**config.mk**
```make
export PLATFORM = sky130hd
export DESIGN_NAME = uard_receiver
export DESIGN_NICKNAME = d
export VERILOG_FILES = /design/src/verilog/uard_pkg.sv /design/src/verilog/uard_baud_gen.sv /design/src/verilog/uard_rx_fifo.sv /design/src/verilog/uard_receiver.sv
export SDC_FILE = /design/constraint.sdc
export NUM_CORES = 1
export LEC_CHECK = 0
export ABC_CLOCK_PERIOD_IN_PS = 1700
export BUFFER_PORTS_ARGS = -buffer_cell sky130_fd_sc_hd__buf_2
export CORE_MARGIN = 5
export CORE_UTILIZATION = 50
export CTS_BUF_LIST = sky130_fd_sc_hd__clkbuf_16
export CTS_CLUSTER_SIZE = 30
export DETAILED_ROUTE_END_ITERATION = 8
export GPL_TIMING_DRIVEN = 1
export PLACE_DENSITY = 0.79
export SYNTH_ARGS = -nofsm -noshare
export SYNTH_HDL_FRONTEND = slang
export SYNTH_SLANG_ARGS = --single-unit
```
**constraint.sdc**
```tcl
create_clock -name ref_clk -period 1.7 [get_ports ref_clk]
set_input_delay 0.085 -clock ref_clk [delete_from_list [all_inputs] [get_ports ref_clk]]
set_output_delay 0.085 -clock ref_clk [all_outputs]
set_load 0.01 [all_outputs]
```
**src/verilog/uard_pkg.sv**
```systemverilog
// Shared constants and types of the asynchronous receiver block.
// Assumes a 40 MHz ref_clk and an AXI4-Lite master with 32-bit data.
`default_nettype none

package uard_pkg;

  // ==========================================================
  // Bus geometry
  localparam int ADDR_W = 12;

  // ==========================================================
  // Register indices; byte address is four times the index
  localparam logic [7:0] IDX_IRQ_FLAGS   = 8'h0C;
  localparam logic [7:0] IDX_RX_STATUS   = 8'h18;
  localparam logic [7:0] IDX_RX_BUFFER   = 8'h1A;
  localparam logic [7:0] IDX_IRQ_ENABLES = 8'h8C;
  localparam logic [7:0] IDX_TX_STATUS   = 8'h98;
  localparam logic [7:0] IDX_BAUD_DIV    = 8'h99;

  localparam logic [ADDR_W-1:0] ADDR_IRQ_FLAGS   = {2'h0, IDX_IRQ_FLAGS, 2'h0};
  localparam logic [ADDR_W-1:0] ADDR_RX_STATUS   = {2'h0, IDX_RX_STATUS, 2'h0};
  localparam logic [ADDR_W-1:0] ADDR_RX_BUFFER   = {2'h0, IDX_RX_BUFFER, 2'h0};
  localparam logic [ADDR_W-1:0] ADDR_IRQ_ENABLES =
    {2'h0, IDX_IRQ_ENABLES, 2'h0};
  localparam logic [ADDR_W-1:0] ADDR_TX_STATUS   = {2'h0, IDX_TX_STATUS, 2'h0};
  localparam logic [ADDR_W-1:0] ADDR_BAUD_DIV    = {2'h0, IDX_BAUD_DIV, 2'h0};

  // ==========================================================
  // Field positions
  localparam int BIT_RX_FLAG    = 5;  // irq flags and enables
  localparam int BIT_PORT_EN    = 7;  // receive status/control
  localparam int BIT_NINE_EN    = 6;
  localparam int BIT_SINGLE_RX  = 5;
  localparam int BIT_CONT_RX    = 4;
  localparam int BIT_ADDR_DET   = 3;
  localparam int BIT_FRAME_ERR  = 2;
  localparam int BIT_OVERRUN    = 1;
  localparam int BIT_NINTH      = 0;
  localparam int BIT_SYNC_MODE  = 4;  // transmit status/control
  localparam int BIT_HIGH_BAUD  = 2;
  localparam int BIT_TX_EMPTY   = 1;

  // ==========================================================
  // Reset values and masks
  localparam logic [7:0] RST_IRQ_ENABLES = 8'h00;
  localparam logic [7:0] RST_RX_CTRL     = 8'h00;
  localparam logic [7:0] RST_TX_STATUS   = 8'h02;
  localparam logic [7:0] RST_BAUD_DIV    = 8'h00;
  localparam logic [7:0] MASK_RX_CTRL    = 8'hF8;
  localparam logic [7:0] MASK_TX_STATUS  = 8'hFD;

  // ==========================================================
  // Sampling: sixteen ticks per bit, vote on ticks 7, 8 and 9
  localparam int          OVERSAMPLE  = 16;
  localparam int          LOW_PRESCALE = 4;
  localparam logic [3:0]  TICK_S1     = 4'h7;
  localparam logic [3:0]  TICK_S2     = 4'h8;
  localparam logic [3:0]  TICK_VOTE   = 4'h9;
  localparam logic [3:0]  BITS_EIGHT  = 4'h8;
  localparam logic [3:0]  BITS_NINE   = 4'h9;

  localparam logic [1:0]  RESP_OKAY   = 2'h0;
  localparam logic [1:0]  RESP_SLVERR = 2'h2;

  // ==========================================================
  // Types
  typedef enum logic [1:0] {
    RX_IDLE,
    RX_START,
    RX_DATA,
    RX_STOP
  } uard_rx_state_e;

  typedef struct packed {
    logic       frameErr;
    logic       ninth;
    logic [7:0] data;
  } uard_word_s;

endpackage : uard_pkg

`default_nettype wire

```
**src/verilog/uard_baud_gen.sv**
```systemverilog
// Baud generator giving a one-cycle tick at sixteen times the bit rate.
// Assumes the divisor is stable while the receiver runs.
`timescale 1ns/100ps
`default_nettype none

module uard_baud_gen
  import uard_pkg::*;
(
  // Clock and reset
  input  wire logic       ref_clk,
  input  wire logic       reset_n,
  // Control
  input  wire logic       run,
  input  wire logic       highBaud,
  input  wire logic [7:0] divisor,
  // Tick out
  output var  logic       sampleTick
);

  logic [7:0] count_q;
  logic [1:0] pre_q;
  logic       lastPre;

  assign lastPre = (pre_q == 2'(LOW_PRESCALE - 1));

  // ==========================================================
  // Divider; held in reload while the receiver is off
  always_ff @(posedge ref_clk or negedge reset_n) begin
    if (!reset_n) begin
      count_q    <= 8'h00;
      pre_q      <= 2'h0;
      sampleTick <= 1'b0;
    end else if (!run) begin
      count_q    <= divisor;
      pre_q      <= 2'h0;
      sampleTick <= 1'b0;
    end else if (count_q == 8'h00) begin
      count_q <= divisor;
      if (highBaud || lastPre) begin
        pre_q      <= 2'h0;
        sampleTick <= 1'b1;
      end else begin
        pre_q      <= pre_q + 2'h1;
        sampleTick <= 1'b0;
      end
    end else begin
      count_q    <= count_q - 8'h01;
      sampleTick <= 1'b0;
    end
  end

endmodule // uard_baud_gen

`default_nettype wire

```
**src/verilog/uard_rx_fifo.sv**
```systemverilog
// Two-entry receive buffer holding data with its ninth bit and framing flag.
// Assumes the writer never pushes while full.
`timescale 1ns/100ps
`default_nettype none

module uard_rx_fifo
  import uard_pkg::*;
(
  // Clock and reset
  input  wire logic       ref_clk,
  input  wire logic       reset_n,
  // Fill side
  input  wire logic       push,
  input  wire uard_word_s pushWord,
  // Drain side
  input  wire logic       pop,
  output uard_word_s      head,
  output logic            full,
  output logic            empty
);

  uard_word_s mem_q [2];
  logic       wrPtr_q;
  logic       rdPtr_q;
  logic [1:0] count_q;
  logic       doPush;
  logic       doPop;

  assign full   = (count_q == 2'h2);
  assign empty  = (count_q == 2'h0);
  assign doPush = push && !full;
  assign doPop  = pop && !empty;
  assign head   = mem_q[rdPtr_q];

  // ==========================================================
  // Storage and pointers
  always_ff @(posedge ref_clk or negedge reset_n) begin
    if (!reset_n) begin
      mem_q[0] <= '0;
      mem_q[1] <= '0;
      wrPtr_q  <= 1'b0;
      rdPtr_q  <= 1'b0;
      count_q  <= 2'h0;
    end else begin
      if (doPush) begin
        mem_q[wrPtr_q] <= pushWord;
        wrPtr_q        <= !wrPtr_q;
      end
      if (doPop) begin
        rdPtr_q <= !rdPtr_q;
      end
      count_q <= count_q + {1'b0, doPush} - {1'b0, doPop};
    end
  end

endmodule // uard_rx_fifo

`default_nettype wire

```
**src/verilog/uard_receiver.sv**
```systemverilog
// Asynchronous serial receiver with address detect and AXI4-Lite registers.
// Assumes receivePin is asynchronous to ref_clk and idles high.
//
// Local design decision: register access over AXI4-Lite.
`timescale 1ns/100ps
`default_nettype none

// Operation
// - Pin oversampled sixteen times a bit; shifter advances once per bit.
// - Reception happens only while continuous-receive enable is set.
// - After stop bit, word moves to buffer if room; receive flag set.
// - Interrupt request only when receive interrupt enable is set.
// - Receive flag is read-only; clears when buffer reads leave it empty.
// - Stop bit with buffer full sets overrun and drops the word.
// - Overrun clears only by clearing continuous-receive enable.
// - While overrun is set, no word enters the buffer.
// - Zero stop bit sets the framing-error flag.
// - Framing flag and ninth bit queue with each word.
// - Nine data bits when nine-bit enable set, else eight.
// - Address-detect enable filters frames reaching the buffer in nine-bit mode only.
// - Without address detect, every frame is buffered and flagged unless the buffer is full or overrun is set.
// - Frame: start bit, eight or nine bits LSB first, stop bit.
// - Sample tick is x16 with high baud select, else x64 base.
module uard_receiver
  import uard_pkg::*;
(
  // Clock and reset
  input  wire logic              ref_clk,
  input  wire logic              reset_n,
  // Serial line
  input  wire logic              receivePin,
  // Interrupt request
  output var  logic              rxIrq,
  // AXI4-Lite write address
  input  wire logic              awvalid,
  output var  logic              awready,
  input  wire logic [ADDR_W-1:0] awaddr,
  input  wire logic [2:0]        awprot,
  // AXI4-Lite write data
  input  wire logic              wvalid,
  output var  logic              wready,
  input  wire logic [31:0]       wdata,
  input  wire logic [3:0]        wstrb,
  // AXI4-Lite write response
  output var  logic              bvalid,
  input  wire logic              bready,
  output var  logic [1:0]        bresp,
  // AXI4-Lite read address
  input  wire logic              arvalid,
  output var  logic              arready,
  input  wire logic [ADDR_W-1:0] araddr,
  input  wire logic [2:0]        arprot,
  // AXI4-Lite read data
  output var  logic              rvalid,
  input  wire logic              rready,
  output var  logic [31:0]       rdata,
  output var  logic [1:0]        rresp
);

  // ==========================================================
  // Declarations
  logic [7:0]        irqEn_q;
  logic [7:0]        rxCtrl_q;
  logic [7:0]        txCtrl_q;
  logic [7:0]        baudDiv_q;
  logic              overrun_q;
  logic [ADDR_W-1:0] awAddr_q;
  logic [7:0]        wByte_q;
  logic              wLane_q;

  logic              pinMeta_q;
  logic              pinSync_q;
  uard_rx_state_e    state_q;
  logic [3:0]        tickCnt_q;
  logic [3:0]        bitCnt_q;
  logic [8:0]        shift_q;
  logic              samp1_q;
  logic              samp2_q;

  logic              sampleTick;
  logic              rxRun;
  logic              nineBit;
  logic              addrDet;
  logic              vote;
  logic              atVote;
  logic [3:0]        lastBit;
  logic              frameDone;
  uard_word_s        newWord;
  logic              dropAddr;
  logic              overrunHit;
  logic              pushWord;
  uard_word_s        headWord;
  logic              bufFull;
  logic              bufEmpty;

  logic              awTake;
  logic              wTake;
  logic              arTake;
  logic              bTake;
  logic              rTake;
  logic              doWrite;
  logic              wrEn;
  logic              wrIrqEn;
  logic              wrRxCtrl;
  logic              wrTxCtrl;
  logic              wrBaud;
  logic              wrHit;
  logic              rdHit;
  logic              popBuf;
  logic [7:0]        irqFlagsRd;
  logic [7:0]        rxStatusRd;
  logic [7:0]        rdByte;
  logic [7:0]        newCtrl;

  // ==========================================================
  // Control decode
  // port on, async mode
  assign rxRun   = rxCtrl_q[BIT_PORT_EN] && rxCtrl_q[BIT_CONT_RX]
                   && !txCtrl_q[BIT_SYNC_MODE];
  assign nineBit = rxCtrl_q[BIT_NINE_EN];
  assign addrDet = rxCtrl_q[BIT_ADDR_DET];
  assign lastBit = nineBit ? BITS_NINE : BITS_EIGHT;

  // ==========================================================
  // Bit-rate tick source
  uard_baud_gen u_baud (
    .ref_clk    (ref_clk),
    .reset_n    (reset_n),
    .run        (rxRun),
    .highBaud   (txCtrl_q[BIT_HIGH_BAUD]),
    .divisor    (baudDiv_q),
    .sampleTick (sampleTick)
  );

  // ==========================================================
  // Pin synchroniser
  always_ff @(posedge ref_clk or negedge reset_n) begin
    if (!reset_n) begin
      pinMeta_q <= 1'b1;
      pinSync_q <= 1'b1;
    end else begin
      pinMeta_q <= receivePin;
      pinSync_q <= pinMeta_q;
    end
  end

  // ==========================================================
  // Data recovery
  // Majority of three centre samples rejects single-tick glitches
  assign atVote = sampleTick && (tickCnt_q == TICK_VOTE);
  assign vote   = (samp1_q & samp2_q) | (samp1_q & pinSync_q)
                  | (samp2_q & pinSync_q);

  // x16 sampling, one shift per bit
  always_ff @(posedge ref_clk or negedge reset_n) begin
    if (!reset_n) begin
      state_q   <= RX_IDLE;
      tickCnt_q <= 4'h0;
      bitCnt_q  <= 4'h0;
      shift_q   <= 9'h000;
      samp1_q   <= 1'b1;
      samp2_q   <= 1'b1;
    end else if (!rxRun) begin
      state_q   <= RX_IDLE;
      tickCnt_q <= 4'h0;
      bitCnt_q  <= 4'h0;
    end else if (sampleTick) begin
      tickCnt_q <= tickCnt_q + 4'h1;
      if (tickCnt_q == TICK_S1) begin
        samp1_q <= pinSync_q;
      end
      if (tickCnt_q == TICK_S2) begin
        samp2_q <= pinSync_q;
      end
      unique case (state_q)
        RX_IDLE: begin
          if (!pinSync_q) begin
            state_q   <= RX_START;
            tickCnt_q <= 4'h1;
          end
        end
        RX_START: begin
          if (atVote) begin
            state_q  <= vote ? RX_IDLE : RX_DATA;
            bitCnt_q <= 4'h0;
          end
        end
        RX_DATA: begin
          if (atVote) begin
            shift_q  <= {vote, shift_q[8:1]};
            bitCnt_q <= bitCnt_q + 4'h1;
            if (bitCnt_q + 4'h1 == lastBit) begin
              state_q <= RX_STOP;
            end
          end
        end
        RX_STOP: begin
          if (atVote) begin
            state_q <= RX_IDLE;
          end
        end
      endcase
    end
  end

  // ==========================================================
  // Frame completion and buffer admission
  assign frameDone = rxRun && atVote && (state_q == RX_STOP);
  assign newWord.frameErr = !vote;
  assign newWord.ninth    = nineBit ? shift_q[8] : 1'b0;
  assign newWord.data     = nineBit ? shift_q[7:0] : shift_q[8:1];
  // drop frames with ninth bit zero
  assign dropAddr   = addrDet && nineBit && !newWord.ninth;
  assign overrunHit = frameDone && !overrun_q && !dropAddr && bufFull;
  assign pushWord   = frameDone && !overrun_q && !dropAddr && !bufFull;

  uard_rx_fifo u_fifo (
    .ref_clk  (ref_clk),
    .reset_n  (reset_n),
    .push     (pushWord),
    .pushWord (newWord),
    .pop      (popBuf),
    .head     (headWord),
    .full     (bufFull),
    .empty    (bufEmpty)
  );

  // ==========================================================
  // Overrun flag
  // Set wins over a clear in the same cycle
  always_ff @(posedge ref_clk or negedge reset_n) begin
    if (!reset_n) begin
      overrun_q <= 1'b0;
    end else if (overrunHit) begin
      overrun_q <= 1'b1;
    end else if (!rxCtrl_q[BIT_CONT_RX]) begin
      overrun_q <= 1'b0;
    end
  end

  // ==========================================================
  // Interrupt request
  // Lags the flag by one cycle so the port comes from a flop
  always_ff @(posedge ref_clk or negedge reset_n) begin
    if (!reset_n) begin
      rxIrq <= 1'b0;
    end else begin
      rxIrq <= !bufEmpty && irqEn_q[BIT_RX_FLAG];
    end
  end

  // ==========================================================
  // AXI4-Lite handshakes
  assign awTake  = awvalid && awready;
  assign wTake   = wvalid && wready;
  assign arTake  = arvalid && arready;
  assign bTake   = bvalid && bready;
  assign rTake   = rvalid && rready;
  assign doWrite = !awready && !wready && !bvalid;
  assign wrEn    = doWrite && wLane_q;

  assign wrIrqEn  = wrEn && (awAddr_q == ADDR_IRQ_ENABLES);
  assign wrRxCtrl = wrEn && (awAddr_q == ADDR_RX_STATUS);
  assign wrTxCtrl = wrEn && (awAddr_q == ADDR_TX_STATUS);
  assign wrBaud   = wrEn && (awAddr_q == ADDR_BAUD_DIV);
  assign wrHit    = (awAddr_q == ADDR_IRQ_FLAGS)
                    || (awAddr_q == ADDR_RX_STATUS)
                    || (awAddr_q == ADDR_RX_BUFFER)
                    || (awAddr_q == ADDR_IRQ_ENABLES)
                    || (awAddr_q == ADDR_TX_STATUS)
                    || (awAddr_q == ADDR_BAUD_DIV);
  assign newCtrl  = wByte_q & MASK_RX_CTRL;

  always_ff @(posedge ref_clk or negedge reset_n) begin
    if (!reset_n) begin
      awready  <= 1'b1;
      wready   <= 1'b1;
      bvalid   <= 1'b0;
      bresp    <= RESP_OKAY;
      awAddr_q <= '0;
      wByte_q  <= 8'h00;
      wLane_q  <= 1'b0;
    end else begin
      if (awTake) begin
        awready  <= 1'b0;
        awAddr_q <= awaddr;
      end
      if (wTake) begin
        wready  <= 1'b0;
        wByte_q <= wdata[7:0];
        wLane_q <= wstrb[0];
      end
      if (doWrite) begin
        awready <= 1'b1;
        wready  <= 1'b1;
        bvalid  <= 1'b1;
        bresp   <= wrHit ? RESP_OKAY : RESP_SLVERR;
      end else if (bTake) begin
        bvalid <= 1'b0;
      end
    end
  end

  // ==========================================================
  // Writable registers
  // Status bits of the receive register are hardware-owned
  always_ff @(posedge ref_clk or negedge reset_n) begin
    if (!reset_n) begin
      irqEn_q   <= RST_IRQ_ENABLES;
      rxCtrl_q  <= RST_RX_CTRL;
      txCtrl_q  <= RST_TX_STATUS & MASK_TX_STATUS;
      baudDiv_q <= RST_BAUD_DIV;
    end else begin
      if (wrIrqEn) begin
        irqEn_q <= wByte_q;
      end
      if (wrRxCtrl) begin
        rxCtrl_q <= newCtrl;
      end
      if (wrTxCtrl) begin
        txCtrl_q <= wByte_q & MASK_TX_STATUS;
      end
      if (wrBaud) begin
        baudDiv_q <= wByte_q;
      end
    end
  end

  // ==========================================================
  // Read path
  // flag follows buffer occupancy
  assign irqFlagsRd = 8'(!bufEmpty) << BIT_RX_FLAG;
  // head word bits shown until the buffer is read
  assign rxStatusRd = rxCtrl_q
                      | (8'(headWord.frameErr) << BIT_FRAME_ERR)
                      | (8'(overrun_q) << BIT_OVERRUN)
                      | (8'(headWord.ninth) << BIT_NINTH);
  assign rdHit  = (araddr == ADDR_IRQ_FLAGS)
                  || (araddr == ADDR_RX_STATUS)
                  || (araddr == ADDR_RX_BUFFER)
                  || (araddr == ADDR_IRQ_ENABLES)
                  || (araddr == ADDR_TX_STATUS)
                  || (araddr == ADDR_BAUD_DIV);
  assign rdByte =
    (araddr == ADDR_IRQ_FLAGS)   ? irqFlagsRd :
    (araddr == ADDR_RX_STATUS)   ? rxStatusRd :
    (araddr == ADDR_RX_BUFFER)   ? headWord.data :
    (araddr == ADDR_IRQ_ENABLES) ? irqEn_q :
    (araddr == ADDR_TX_STATUS)   ? (txCtrl_q | (8'h01 << BIT_TX_EMPTY)) :
    (araddr == ADDR_BAUD_DIV)    ? baudDiv_q : 8'h00;
  assign popBuf = arTake && (araddr == ADDR_RX_BUFFER);

  always_ff @(posedge ref_clk or negedge reset_n) begin
    if (!reset_n) begin
      arready <= 1'b1;
      rvalid  <= 1'b0;
      rdata   <= 32'h0000_0000;
      rresp   <= RESP_OKAY;
    end else if (arTake) begin
      arready <= 1'b0;
      rvalid  <= 1'b1;
      rdata   <= {24'h00_0000, rdByte};
      rresp   <= rdHit ? RESP_OKAY : RESP_SLVERR;
    end else if (rTake) begin
      arready <= 1'b1;
      rvalid  <= 1'b0;
    end
  end

endmodule // uard_receiver

`default_nettype wire

```
After elaboration in Yosys (flattened, before gate mapping). Cells that the tools add are included.

$add $sub $neg: 6. Order comparisons: 3. Eq/ne operators: 30. Muxes and demuxes: 55. Bitwise logic cells: 10. Reductions and logical operators: 63.

Operators by type and width (number): 12-bit by 10-bit == test with 1-bit output (second input constant) (6); 8-bit 2-to-1 mux (9); 12-bit by 7-bit == test with 1-bit output (second input constant) (4); 10-bit 2-to-1 mux (4); 4-bit 2-to-1 mux (8); 1-bit logical AND (28); 2-bit 2-to-1 mux (13); 12-bit by 6-bit == test with 1-bit output (second input constant) (2); 20-bit bitwise mux (1); 1-bit 2-to-1 mux (17); 3-bit != test (second input constant) (5); 1-bit logical NOT (12); 1-bit logical OR (11); 10-bit demux with 1-bit select (1); 4-bit by 1-bit adder with 4-bit output (second input constant) (2); 2-bit == test (second input constant) (4); 4-bit == test (second input constant) (2); 8-bit logical NOT (1); 8-bit by 1-bit bitwise OR with 8-bit output (1); 8-bit by 2-bit bitwise OR with 8-bit output (1); 8-bit by 3-bit bitwise OR with 8-bit output (1); 2-bit case mux with 4 select lines (1); 4-bit case mux with 2 select lines (1); 4-bit AND reduction (2); other kinds (18) (30).

Register bits after elaboration: 126. Input bits: 74. Output and inout port bits: 42. Logic and storage cells: 204.

Logic depth before layout (Yosys ltp). Gate-level depths: netlist (run 1).

Depth after elaboration: 10. Gate-level depth with buffers: 9. Gate-level depth less buffers: 7.

By module. A second synthesis (run 1) with hierarchy kept.

Cell total of the unflattened synthesis: 558. Area, all modules: 6407.4 µm².

Modules (own cells, without submodules): uard_receiver (times used 1, cells each 419, area each 4655.7 µm², seq. area each 2235.9 µm²); uard_rx_fifo (times used 1, cells each 71, area each 1109.8 µm², seq. area each 600.6 µm²); uard_baud_gen (times used 1, cells each 68, area each 641.9 µm², seq. area each 275.3 µm²).

Worst setup path before layout (run 1). No wires, ideal clock.

Path kind: register to register. From: register tickCnt_q[1]. To: register u_fifo.mem_q[10] (netlist name). Library setup time: 121 ps. Data arrival time: 1765 ps. Data required time: 1579 ps. Setup slack: -186 ps. Cell stages (with the launch flop): 10. Buffers on the path: 2. Period minus slack after synthesis: 1886 ps. Cell sequence: dfrtp_1 > inv_1 > ha_1 > and4b_1 > buf_4 > nand3_4 > or4_4 > buf_6 > nand2_1 > o21ai_1.

Longest elaborated chain between the ends: 8.

Ends and longest elaborated chain: start, declared (line uard_receiver.sv:74) `logic [3:0] tickCnt_q;`; start signal, assigned (line uard_receiver.sv:168) `tickCnt_q <= tickCnt_q + 4'h1;`; 4-bit == test (line uard_receiver.sv:150) `assign atVote = sampleTick && (tickCnt_q == TICK_VOTE);`; 1-bit logical AND (line uard_receiver.sv:150); 1-bit logical AND (2 in series) (line uard_receiver.sv:208) `assign frameDone = rxRun && atVote && (state_q == RX_STOP);`; 1-bit logical AND (3 in series) (line uard_receiver.sv:215) `assign pushWord = frameDone && !overrun_q && !dropAddr && !bufFull;`; 1-bit logical AND (line uard_rx_fifo.sv:31) `assign doPush = push && !full;`; end signal, assigned by index (line uard_rx_fifo.sv:46) `mem_q[wrPtr_q] <= pushWord;`; end, declared (line uard_rx_fifo.sv:22) `uard_word_s mem_q [2];`.

No other way between the ends. A chain may end at the register's enable or synchronous reset.

Worst setup path after layout (run 1).
From: register tickCnt_q[1]. To: register u_fifo.mem_q[13] (netlist name).

Same word-level chain as after synthesis.

==> summary.md, run 1 <==
Detailed routing placed a total of 892 um of wire on met3. Broken down by cell family, the worst path's largest delay share belongs to simple AND/OR/NAND/NOR gates. Before antenna repair, the detailed router went through 5 iterations. In this run the number of H-tree levels came out at 4. Before CTS, the worst setup slack after placement is -0.271 ns. Setup repair after global routing could not meet its margin everywhere.

Entering global routing, the biggest net connects 43 pins. In this run the worst hold path is classified as primary input to flip-flop. STA puts the critical path data required time at 1.99 ns. The average cell area after synthesis is 10.9 um2, and the detailed-placement wirelength estimate is 9910 um. For the final-stage net count, the log shows 781. Destination of the worst register-to-register timing path: u_fifo.mem_q[13].

Dividing the final minimum period by the clock period gives 109%. Cells with a size suffix above 1 make up 35.1% of the layout. The smallest clock period supported by the final layout is computed as 1.85 ns. The clock insertion delay at the later pin of the skew report was 0.41 ns; the leakage component of the power was 3.60 nW. The run gives 5047 as the via count of the first global-routing pass. In this run the horizontal extent of the chip is 121 um. The logs give 4880 for the number of vias after detailed routing and 12000 um2 for the placeable core area. In this run, synthesis produced a sequential element count of 124. The logs give 0 for the number of pins exceeding their max-slew limit in the final report and 0.927 mV for the maximum VDD drop. The final setup slack of the worst path came out at -0.153 ns. The max-capacitance violation count was 0; the aggregate global routing overflow was 0. TritonCTS built the clock tree. The peak fanout along the critical path works out to 6. The startpoint identified for the worst register-to-register timing path is tickCnt_q[1]. The post-route met1 wirelength came out at 6450 um. The die covers 14600 um2. STA classifies the critical path endpoint as a flip-flop. 116 I/O pins were placed. The depth of the critical timing path with buffers and inverters included was 7; the fraction of synthesis flops using an asynchronous set or reset pin was 100%. The logs give 15400 um for the final wirelength and -0.15 ns for the setup slack on the worst flop-to-flop path. For this run, the leading register cell type out of synthesis is sky130_fd_sc_hd__dfrtp_1. The worst pin sits at a relative slew slack of 57.3%. The detailed router used layers up to and including met4. In this run the cell area of the synthesized design comes to 6140 um2.

Critical path class: flip-flop to flip-flop. Counting every instance in the synthesized netlist gives 564. The number of antenna violations at the first check in global routing was 0; the data arrival time of the worst path was 2.14 ns. The post-route non-filler standard cell count is 859.

The slew at the pin closest to its max-slew limit is 0.634 ns. The tree is rooted in a sky130_fd_sc_hd__clkbuf_16. The buffers plus inverters on the worst setup path is 1. For this design the ratio of total power to cell area is 1020 nW/um2. Global routing used 22.0% of the available tracks across all layers.

After synthesis, the most frequently instantiated cells are 117 x sky130_fd_sc_hd__dfrtp_1, 61 x sky130_fd_sc_hd__mux2_2, 51 x sky130_fd_sc_hd__nand2_1. For the worst flop-to-flop path, the logic depth is 7. Clock-pin slew was measured on the worst setup and hold paths at 0.06 ns. The leading cell type by number of instances after synthesis was sky130_fd_sc_hd__dfrtp_1. On the final layout, the worst clock skew is 0.00869 ns.

The initial utilization of the core area, before any placement, comes to 51.1%. The number of clock buffers added by TritonCTS is 17. For this run, the top clock speed supported by timing is 0.540 GHz. The post-detailed-route wirelength per cell was 18.0 um. The met2 routed wirelength is 7800 um, and the sequential element share of the synthesized area is 50.7%. After synthesis, the cell types taking the most area are sky130_fd_sc_hd__dfrtp_1 48%, sky130_fd_sc_hd__mux2_2 11%, sky130_fd_sc_hd__buf_4 3.4%.

Yosys mapped the design onto 62 distinct sky130hd cell types. The count of nets left with antenna violations once routing finished came out at 0. Routability-driven placement finished with a final weighted congestion of 0.876.

The floorplan step set the die height to 121 um. The maximum cell stage delay along the critical path works out to 0.59 ns. No sink is reached through more buffers than the 2 on the longest clock path. The run finished, with violations left.

The critical-path cell with the highest stage delay was sky130_fd_sc_hd__or4_4. Number of sinks driven by the clock tree: 124. Setup violations remaining at the end of the flow were counted as 56.

The first global-routing pass estimated 25500 um of wire. The antenna diode count is 0. The tools report the type of origin of the critical path as a flip-flop. For the count of routing violations after the opening detailed-route iteration, the log shows 365. Using the TritonRoute via totals, the vias-per-cell ratio works out to 5.68.

The synthesized design devotes to its leading area cell type 47.7% of total area. Counting tap cells, the placed design contains a total of 788 instances. From synthesis to final layout, the design area changed by 28.6%.

Traced cell by cell, the critical path runs through inv_2 > ha_4 > and4b_2 > nand3_4 > or4_4 > nand2_2 > o21ai_2. Following the worst setup path forward leads to its endpoint at u_fifo.mem_q[13]. The row count is 40. The checks that failed: negative setup slack. In this run, synthesis inferred 0 flip-flops with an integrated enable.

The quantity of I/O buffers inserted on ports is 56. The tools report the start point of the critical path as tickCnt_q[1]. The cell type with the largest total area after synthesis was sky130_fd_sc_hd__dfrtp_1.

The count of unresolved DRC violations after routing is 0. For this run, the number of Yosys warnings is 0. The number of hold-slack violations in the final timing report is 0.
sequential cells by signal, summed over array words and instances, names as in the netlist, 8 cells and up:
signal          count
irqEn_q             8
rdata               8
awAddr_q           12
shift_q             9
wByte_q             8
u_baud.count_q      8
baudDiv_q           8
u_fifo.mem_q       20
worst min path at each step:
stage / slack [ns] / from / end / cells past startpoint
after CTS: 0.13 / araddr[9] / rdata[1] / 4
final: 0.14 / araddr[9] / rdata[1] / 4
after detailed placement: 0.07 / reset_n / u_fifo.mem_q[1] / 1
after global placement: 0.06 / reset_n / u_fifo.mem_q[1] / 1
after global routing: 0.17 / araddr[9] / rdata[1] / 4
after floorplan: -0.21 / reset_n / awAddr_q[0] / 0
tightest hold or removal path, stage by stage:
cell and delay, ns:
sky130_fd_sc_hd__buf_2 0.16, sky130_fd_sc_hd__nand4_1 0.10, sky130_fd_sc_hd__nor3_1 0.05, sky130_fd_sc_hd__o21ai_1 0.12
report_power, final:
part           internal (mW)  leakage [nW]  switching, mW
Combinational          0.556          1.69          0.491
Clock                   2.09         0.272           1.22
Sequential              3.31          1.65          0.358
metrics by stage:
stage / TNS [ns] / hold WS [ns] / util [%] / instance area, um2 / power (mW)
5_1_grt: -9.22 / 0.169 / 65.7 / 7890 / 8.35
2_1_floorplan: -2.38 / -0.211 / - / 6240 / 4.21
4_1_cts: -2.49 / 0.131 / 64.1 / 7700 / 7.99
3_5_place_dp: -8.68 / 0.0676 / 56.2 / 6750 / 4.58
3_3_place_gp: -5.45 / 0.0578 / 56.2 / 6750 / 4.50
6_report: -4.81 / 0.140 / 65.7 / 7890 / 8.02
final cells by class:
cell class | instances | area (um2)
fillers | 841 | 4120
inverters | 13 | 48.8
multi-input cells | 409 | 3010
well taps | 147 | 184
flip-flops and latches | 124 | 3110
repair buffers | 135 | 1000
clock inverters | 14 | 111
clock buffers | 17 | 425
timing repair:
action / CTS / global route
setup endpoints to repair: 61 / 72
buffers inserted: 2 / 4
hold buffers: 29 / 0
endpoints found under the hold margin: 56 / 0
pin swaps: 18 / 16
gates resized for setup: 26 / 41
gates cloned: 3 / 2
layout by cell type (no fill, tap or decap), drive strengths merged, types with 7 or more instances in the layout:
cell type	netlist	routed
ha	7	7
o21ai	41	41
dfstp	7	7
nor2	41	41
clkinv	0	11
inv	13	14
nand2	51	51
buf	32	106
clkbuf	14	17
nand4	7	7
mux2	61	61
nor3	18	18
nor2b	9	9
a21oi	29	29
nand3	15	15
conb	1	26
mux2i	18	18
dlygate4sd3	0	29
dfrtp	117	117
metal layers:
layer / vias up / track usage [%]
met3: 31 / 5.85
met1: 2419 / 28.0
li1: 2246 / -
met4: 0 / 6.37
met2: 184 / 37.1
met5: - / 0
cell families (layout without fill, tap and decap cells):
| family | after synthesis | in the layout | share of synthesized area (%) |
|---|---|---|---|
| compound gates | 108 | 108 | 11.2 |
| xor+xnor | 11 | 11 | 1.57 |
| fa+ha+maj | 8 | 8 | 1.59 |
| buf+inv | 59 | 179 | 5.65 |
| flops | 124 | 124 | 50.7 |
| mux | 79 | 79 | 14.1 |
| other cells | 1 | 26 | 0.0611 |
| simple gates | 174 | 177 | 15.1 |
(Power assumes the default switching activity.)
==> run 2, diff against run 1 <==
--- a/config.mk
+++ b/config.mk
@@ -7,13 +7,14 @@
 export LEC_CHECK = 0
 export ABC_CLOCK_PERIOD_IN_PS = 1700
 export BUFFER_PORTS_ARGS = -buffer_cell sky130_fd_sc_hd__buf_2
+export CORE_ASPECT_RATIO = 1.4
 export CORE_MARGIN = 5
-export CORE_UTILIZATION = 50
+export CORE_UTILIZATION = 43
 export CTS_BUF_LIST = sky130_fd_sc_hd__clkbuf_16
 export CTS_CLUSTER_SIZE = 30
 export DETAILED_ROUTE_END_ITERATION = 8
 export GPL_TIMING_DRIVEN = 1
-export PLACE_DENSITY = 0.79
+export PLACE_DENSITY = 0.7
 export SYNTH_ARGS = -nofsm -noshare
 export SYNTH_HDL_FRONTEND = slang
 export SYNTH_SLANG_ARGS = --single-unit
==> run 2 against run 1 <==
The run still ends with negative setup slack left. Sequential share of layout area is 1.3 points lower. Power is 0.41% higher. Combinational power hardly changed. Die area is 15% higher. Clock power is 2% higher. Sequential cell count stayed put. Cell area is 3.4% higher. Register-to-register slack worse by 0.03 ns. Critical path type unchanged. Largest cell class unchanged. Largest power group unchanged.
==> summary.md, run 2 (synthesized netlist as in run 1, its figures left out) <==
The tools report the kind of end point of the critical path as a flip-flop (unchanged). The setup slack on the worst flop-to-flop path was -0.19 ns (was -0.15 ns). Critical path class: flip-flop to flip-flop (unchanged).

For the max-capacitance violation count, the log shows 0 (unchanged). The number of stages on the worst hold path came out at 4 (unchanged). TritonCTS built the clock tree. The count of routing violations after the opening detailed-route iteration was 237 (was 365). The quantity of I/O buffers inserted on ports came out at 56 (unchanged). The final wirelength was 15800 um (was 15400 um); the number of vias after detailed routing was 4825 (was 4880). The tools report the antenna violation net count after detailed routing as 0 (unchanged). The most common cell after layout, fill and taps aside was sky130_fd_sc_hd__dfrtp_1 (unchanged). The peak fanout along the critical path came out at 5 (was 6).

The tools report the number of sinks driven by the clock tree as 124 (unchanged). The type of origin of the critical path is a flip-flop (unchanged). Leakage component of the power: 3.66 nW (was 3.60 nW). The post-route minimum period works out to 1.89 ns (was 1.85 ns). The type of the most critical hold path was primary input to flip-flop (unchanged). The run gives 47.2% (was 57.3%) as the worst relative slew slack. The flow ran to the end, but the final reports show violations. For the largest net degree at the start of global routing, the log shows 51 (was 43).

The clock root buffer was sky130_fd_sc_hd__clkbuf_16 (unchanged). The tools report the data arrival time of the worst path as 2.18 ns (was 2.14 ns). The tools report the placeable core area as 14000 um2 (was 12000 um2).

Final count of negative-setup-slack endpoints: 56 (unchanged). The number of hold-slack violations in the final timing report is 0 (unchanged), and the CTS clock-pin slew for the worst setup and hold paths is 0.06 ns (about the same). The slew at the pin closest to its max-slew limit is 0.781 ns (was 0.634 ns). The initial core utilization was 43.9% (was 51.1%); the count of unresolved DRC violations after routing was 0 (unchanged).

The ratio of cells with drive above 1 in the final layout is 39.1% (was 35.1%). For the die area, the log shows 16800 um2 (was 14600 um2). The maximum VDD drop is 1.19 mV (was 0.927 mV). The maximum operating frequency was 0.530 GHz (was 0.540 GHz); the logic depth of the worst register-to-register path was 8 (was 7). The run gives 0 (unchanged) as the aggregate global routing overflow. Commonest cells after routing, fill and taps aside: 116 x sky130_fd_sc_hd__dfrtp_1, 56 x sky130_fd_sc_hd__buf_2, 43 x sky130_fd_sc_hd__mux2_2, 40 x sky130_fd_sc_hd__buf_4, 38 x sky130_fd_sc_hd__nor2_1 (was 117 x sky130_fd_sc_hd__dfrtp_1, 56 x sky130_fd_sc_hd__buf_2, 46 x sky130_fd_sc_hd__mux2_2, 42 x sky130_fd_sc_hd__nand2_1, 40 x sky130_fd_sc_hd__buf_4).

The row count was 51 (was 40); the power per unit of standard cell area was 987 nW/um2 (was 1020 nW/um2). The routability congestion estimate was 0.828 (was 0.876); the flip-flop count of the largest register, all copies and words added was 20 (unchanged). For the final-stage net count, the log shows 787 (was 781). The tools report the number of placed I/O pins as 116 (unchanged). The number of pins exceeding their max-slew limit in the final report was 0 (unchanged); the wire length of the first global-routing pass was 25000 um (was 25500 um).

The layout overhead on the synthesized area came out at 33.0% (was 28.6%). Antenna diode count: 0 (unchanged). Setup repair after global routing could not meet its margin everywhere. The count of fill cells added during filler insertion was 1109 (was 841). The post-route non-filler standard cell count was 904 (was 859). The post-detailed-route wirelength per cell works out to 17.4 um (was 18.0 um). The register name with the most flops was u_fifo.mem_q (unchanged). The logs give 826 (was 788) for the total instance count after detailed placement and 4987 (was 5047) for the via count of the first global-routing pass. Largest registers: u_fifo.mem_q: 20 flops, awAddr_q: 12 flops, shift_q: 9 flops (unchanged).

The via count normalized by instance count was 5.34 (was 5.68). The run gives 2 (unchanged) as the deepest clock path buffer count. The overall routing resource usage came out at 18.8% (was 22.0%).

The worst-case clock skew came out at 0.0160 ns (was 0.00869 ns). The die width is 111 um (was 121 um), and the final setup slack of the worst path is -0.187 ns (was -0.153 ns). The logs give 10400 um (was 9910 um) for the detailed-placement wirelength estimate and 5 (unchanged) for the number of iterations in the first detailed-routing pass. The run gives 1.99 ns (about the same) as the endpoint required time on the critical path. The tools report the clock insertion delay at the later pin of the skew report as 0.42 ns (was 0.41 ns). The die span in y is 151 um (was 121 um), and the H-tree depth is 4 (unchanged). The share of the cycle needed by the critical path after routing was 111% (was 109%).

The total CTS buffers is 17 (unchanged), and the number of antenna violations at the first check in global routing is 0 (unchanged). The tools report the power consumption as 8.06 mW (was 8.02 mW). Violations in the final reports: negative setup slack (unchanged).
-- run 2: cell types whose count changed in the layout (fill, tap and decap cells not counted), moves of 3 or more --
| cell | before | now |
|---|---|---|
| sky130_fd_sc_hd__o21ai_0 | 24 | 19 |
| sky130_fd_sc_hd__o21ai_1 | 7 | 4 |
| sky130_fd_sc_hd__inv_8 | 0 | 3 |
| sky130_fd_sc_hd__clkinv_1 | 6 | 0 |
| sky130_fd_sc_hd__nand2_2 | 8 | 16 |
| sky130_fd_sc_hd__inv_6 | 0 | 5 |
| sky130_fd_sc_hd__clkinvlp_4 | 0 | 4 |
| sky130_fd_sc_hd__nand2_8 | 0 | 3 |
| sky130_fd_sc_hd__mux2_2 | 46 | 43 |
| sky130_fd_sc_hd__nand2_1 | 42 | 29 |
| sky130_fd_sc_hd__clkinv_2 | 5 | 0 |
| sky130_fd_sc_hd__mux2_4 | 15 | 18 |
| sky130_fd_sc_hd__o21ai_2 | 10 | 18 |
-- run 2: cell type report --
| type | instances | area, um2 | area share, % |
|---|---|---|---|
| Clock buffer | 17 | 425 | 5.21 |
| Clock inverter | 15 | 129 | 1.58 |
| Inverter | 13 | 48.8 | 0.598 |
| Multi-Input combinational cell | 409 | 3100 | 38.0 |
| Sequential cell | 124 | 3110 | 38.1 |
| Tap cell | 185 | 231 | 2.84 |
| Timing Repair Buffer | 141 | 1120 | 13.7 |
-- run 2: critical path, cell delays in order, from the launching register on --
cell and delay [ns]:
sky130_fd_sc_hd__dfrtp_1 0.40, sky130_fd_sc_hd__inv_2 0.09, sky130_fd_sc_hd__ha_4 0.13, sky130_fd_sc_hd__and4b_2 0.26
sky130_fd_sc_hd__nand3_4 0.12, sky130_fd_sc_hd__buf_6 0.16, sky130_fd_sc_hd__nor2_4 0.14, sky130_fd_sc_hd__clkbuf_16 0.17
sky130_fd_sc_hd__mux2_4 0.29
-- run 2: metrics by stage --
stage                     hold slack [ns]  setup WS (ns)  cell area, um2  util [%]  setup TNS [ns]
after detailed placement           0.0866         -0.273            6820      48.8           -9.63
final                               0.142         -0.187            8160      58.4           -6.13
after CTS                           0.132         -0.171            7880      56.4           -3.58
after global placement             0.0627         -0.207            6820      48.8           -7.13
after global routing                0.182         -0.247            8160      58.4          -10.92
after floorplan                    -0.211         -0.186            6240         -           -2.38
-- run 2: path summary, 6_finish.rpt --
check                                          to    startpoint
min in group asynchronous       u_baud.count_q[3]       reset_n
max in group asynchronous                 arready       reset_n
worst max-delay path                   shift_q[2]  tickCnt_q[1]
worst min register to register          pinSync_q     pinMeta_q
worst max register to register         shift_q[2]  tickCnt_q[1]
worst min-delay path                     rdata[1]     araddr[9]
-- run 2: repair_timing --
item                                   4_1_cts  5_1_grt
hold buffers                                29        0
setup buffers                                7        4
setup endpoints to repair                   55       68
pin swaps                                   22       18
gates cloned                                 2        6
gates resized for setup                     41       65
endpoints found under the hold margin       56        0
-- run 2: per-layer routing --
layer	global-route usage [%]	part of all wire [%]	wire length, um
met1	20.5	38	5990
met5	0	0	0
met4	7.83	2.4	373
met2	35.6	56	8840
met3	3.60	3.5	555
-- run 2: power breakdown --
part | internal [mW] | switching [mW]
clock network | 1.91 | 1.48
registers | 3.30 | 0.330
logic | 0.541 | 0.495
==> run 3, diff against run 2 <==
--- a/config.mk
+++ b/config.mk
@@ -9,12 +9,12 @@
 export BUFFER_PORTS_ARGS = -buffer_cell sky130_fd_sc_hd__buf_2
 export CORE_ASPECT_RATIO = 1.4
 export CORE_MARGIN = 5
-export CORE_UTILIZATION = 43
+export CORE_UTILIZATION = 30
 export CTS_BUF_LIST = sky130_fd_sc_hd__clkbuf_16
 export CTS_CLUSTER_SIZE = 30
 export DETAILED_ROUTE_END_ITERATION = 8
 export GPL_TIMING_DRIVEN = 1
-export PLACE_DENSITY = 0.7
+export PLACE_DENSITY = 0.53
 export SYNTH_ARGS = -nofsm -noshare
 export SYNTH_HDL_FRONTEND = slang
 export SYNTH_SLANG_ARGS = --single-unit
==> run 3 against run 2 <==
The flow still finishes with violations (negative setup slack). First-iteration DRC count increased by 1.3%. Cell count increased by 7.6%. Wire length decreased by 3.3%. Critical path depth decreased by 1. Register-to-register slack improved by 0.06 ns. Via count decreased by 1.7%.
==> summary.md, run 3 (synthesized netlist as in run 1, its figures left out) <==
Kind of end point of the critical path: a flip-flop (unchanged). TritonCTS built the clock tree. The via count normalized by instance count was 4.88 (was 5.34). Start of the worst register-to-register path: tickCnt_q[1] (unchanged). The logs give 0 (unchanged) for the antenna violation net count after detailed routing and 0.42 ns (about the same) for the clock insertion delay at the later pin of the skew report.

Most common cell after layout, fill and taps aside: sky130_fd_sc_hd__dfrtp_1 (unchanged). The tools report the final-stage net count as 787 (unchanged). The overall routing resource usage is 13.6% (was 18.8%), and the number of antenna violations at the first check in global routing is 0 (unchanged). The ratio of cells with drive above 1 in the final layout was 36.3% (was 39.1%). Violations in the final reports: negative setup slack (unchanged). The run gives 4899 (was 4987) as the via count of the first global-routing pass. The logs give 4 (was 5) for the number of iterations in the first detailed-routing pass and 41 (was 51) for the largest net degree at the start of global routing. The clock root buffer was sky130_fd_sc_hd__clkbuf_16 (unchanged). The leakage component of the power came out at 3.65 nW (was 3.66 nW). The slew at the pin closest to its max-slew limit works out to 0.647 ns (was 0.781 ns).

Setup repair after global routing could not meet its margin everywhere. For the placeable core area, the log shows 20300 um2 (was 14000 um2). The run gives 17 (unchanged) as the total CTS buffers. The start point of the worst min-delay path was araddr[9] (unchanged). The CTS clock-pin slew for the worst setup and hold paths is 0.05 ns (was 0.06 ns), and the post-route minimum period is 1.83 ns (was 1.89 ns). The final hold slack is 0.142 ns (about the same). The number of hold-slack violations in the final timing report came out at 0 (unchanged). Worst relative slew slack: 56.4% (was 47.2%). Critical path class: flip-flop to flip-flop (unchanged). The number of pins exceeding their max-slew limit in the final report was 0 (unchanged). The tools report the start point of the critical path as tickCnt_q[1] (unchanged). The tools report the count of routing violations after the opening detailed-route iteration as 240 (was 237). The aggregate global routing overflow was 0 (unchanged). The run gives 2.13 ns (was 2.18 ns) as the data arrival time of the worst path. The peak fanout along the critical path came out at 6 (was 5).

The tools report the deepest clock path buffer count as 2 (unchanged). The tools report the count of unresolved DRC violations after routing as 0 (unchanged). Die span in y: 179 um (was 151 um).

The maximum operating frequency was 0.546 GHz (was 0.530 GHz); the number of vias after detailed routing was 4744 (was 4825). The number of sinks driven by the clock tree came out at 124 (unchanged). The run gives 0 (unchanged) as the max-capacitance violation count.

The flip-flop count of the largest register, all copies and words added is 20 (unchanged), and the die width is 131 um (was 111 um). Final wirelength: 15200 um (was 15800 um). Commonest cells after routing, fill and taps aside: 117 x sky130_fd_sc_hd__dfrtp_1, 56 x sky130_fd_sc_hd__buf_2, 46 x sky130_fd_sc_hd__mux2_2, 46 x sky130_fd_sc_hd__buf_4, 42 x sky130_fd_sc_hd__nand2_1 (was 116 x sky130_fd_sc_hd__dfrtp_1, 56 x sky130_fd_sc_hd__buf_2, 43 x sky130_fd_sc_hd__mux2_2, 40 x sky130_fd_sc_hd__buf_4, 38 x sky130_fd_sc_hd__nor2_1).

The type of origin of the critical path is a flip-flop (unchanged). The logs give 0.817 (was 0.828) for the routability congestion estimate and 45 (was 56) for the final count of negative-setup-slack endpoints. Layout overhead on the synthesized area: 32.2% (was 33.0%).

The flow ran to the end, but the final reports show violations. Detailed-placement wirelength estimate: 11100 um (was 10400 um). The register name with the most flops was u_fifo.mem_q (unchanged). Type of the most critical hold path: primary input to flip-flop (unchanged). Worst-case clock skew: 0.00918 ns (was 0.0160 ns). The row count is 62 (was 51), and the power per unit of standard cell area is 1030 nW/um2 (was 987 nW/um2). The run gives 24700 um (was 25000 um) as the wire length of the first global-routing pass.

Die area: 23500 um2 (was 16800 um2). The maximum VDD drop came out at 0.592 mV (was 1.19 mV). For the H-tree depth, the log shows 4 (unchanged).

Largest registers: u_fifo.mem_q: 20 flops, awAddr_q: 12 flops, shift_q: 9 flops (unchanged). The tools report the antenna diode count as 0 (unchanged). Endpoint required time on the critical path: 2.00 ns (was 1.99 ns). For the final total negative setup slack, the log shows -3.46 ns (was -6.13 ns). The post-detailed-route wirelength per cell is 15.7 um (was 17.4 um), and the share of the cycle needed by the critical path after routing is 108% (was 111%). The number of placed I/O pins is 116 (unchanged). The initial core utilization came out at 30.2% (was 43.9%). The final setup slack of the worst path is -0.131 ns (was -0.187 ns), and the quantity of I/O buffers inserted on ports is 56 (unchanged).
run 3: cell count changes in the layout (fill, tap and decap cells not counted), sizes merged:
cell,before,now
buf,110,112
inv,22,15
clkinv,2,4
clkbuf,19,17
bufinv,0,3
run 3: what timing repair did:
item	4_1_cts	5_1_grt
endpoints found under the hold margin	58	0
setup buffers	0	2
endpoints found under the setup margin	51	66
resized for setup	19	39
hold buffers	29	0
gates cloned	2	2
pin swaps	14	21
run 3: through the flow:
step / setup WS (ns) / total power [mW] / area [um2] / utilization [%] / std cells
after global placement: -0.223 / 4.59 / 6980 / 34.3 / 908
after CTS: -0.179 / 8.39 / 7940 / 39.1 / 969
after detailed placement: -0.239 / 4.64 / 6980 / 34.3 / 908
after floorplan: -0.186 / 4.21 / 6240 / - / 589
after global routing: -0.196 / 8.72 / 8110 / 39.9 / 973
final: -0.131 / 8.35 / 8110 / 39.9 / 973
run 3: final cells by class:
cell class,instances,area (um2)
clock buffer,17,425
inverter,13,48.8
timing repair buffer,141,1050
sequential,124,3110
multi-input combinational,409,2980
tap,256,320
clock inverter,13,169
fill,1941,12200
run 3: critical path: stages (launching register included):
cell and delay (ns):
sky130_fd_sc_hd__dfrtp_1 0.38, sky130_fd_sc_hd__inv_2 0.08, sky130_fd_sc_hd__ha_4 0.12, sky130_fd_sc_hd__and4b_2 0.25, sky130_fd_sc_hd__nand3_4 0.12, sky130_fd_sc_hd__or4_4 0.59, sky130_fd_sc_hd__nand2_1 0.09, sky130_fd_sc_hd__o21ai_1 0.06
run 3: power by group:
| group | switching [mW] | internal, mW | leakage, nW |
|---|---|---|---|
| logic | 0.499 | 0.589 | 1.73 |
| clock network | 1.35 | 2.30 | 0.278 |
| registers | 0.308 | 3.30 | 1.65 |
| total | 2.16 | 6.19 | 3.65 |
run 3: layer usage:
layer	track usage [%]	share of wire, %	vias up
met2	24.3	53	102
li1	-	-	2259
met1	15.1	40	2349
met5	0	0	-
met3	2.74	3.5	34
met4	6.43	2.8	0
run 3: final timing paths:
check / endpoint / slack (ns) / cells past startpoint
setup / recovery: u_fifo.mem_q[10] / -0.13 / 7
hold / removal: rdata[1] / 0.14 / 4
setup reg to reg: u_fifo.mem_q[10] / -0.13 / 7
hold reg to reg: pinSync_q / 0.35 / 0
max in group asynchronous: arready / 0.81 / 3
min in group asynchronous: u_baud.count_q[4] / 0.19 / 2
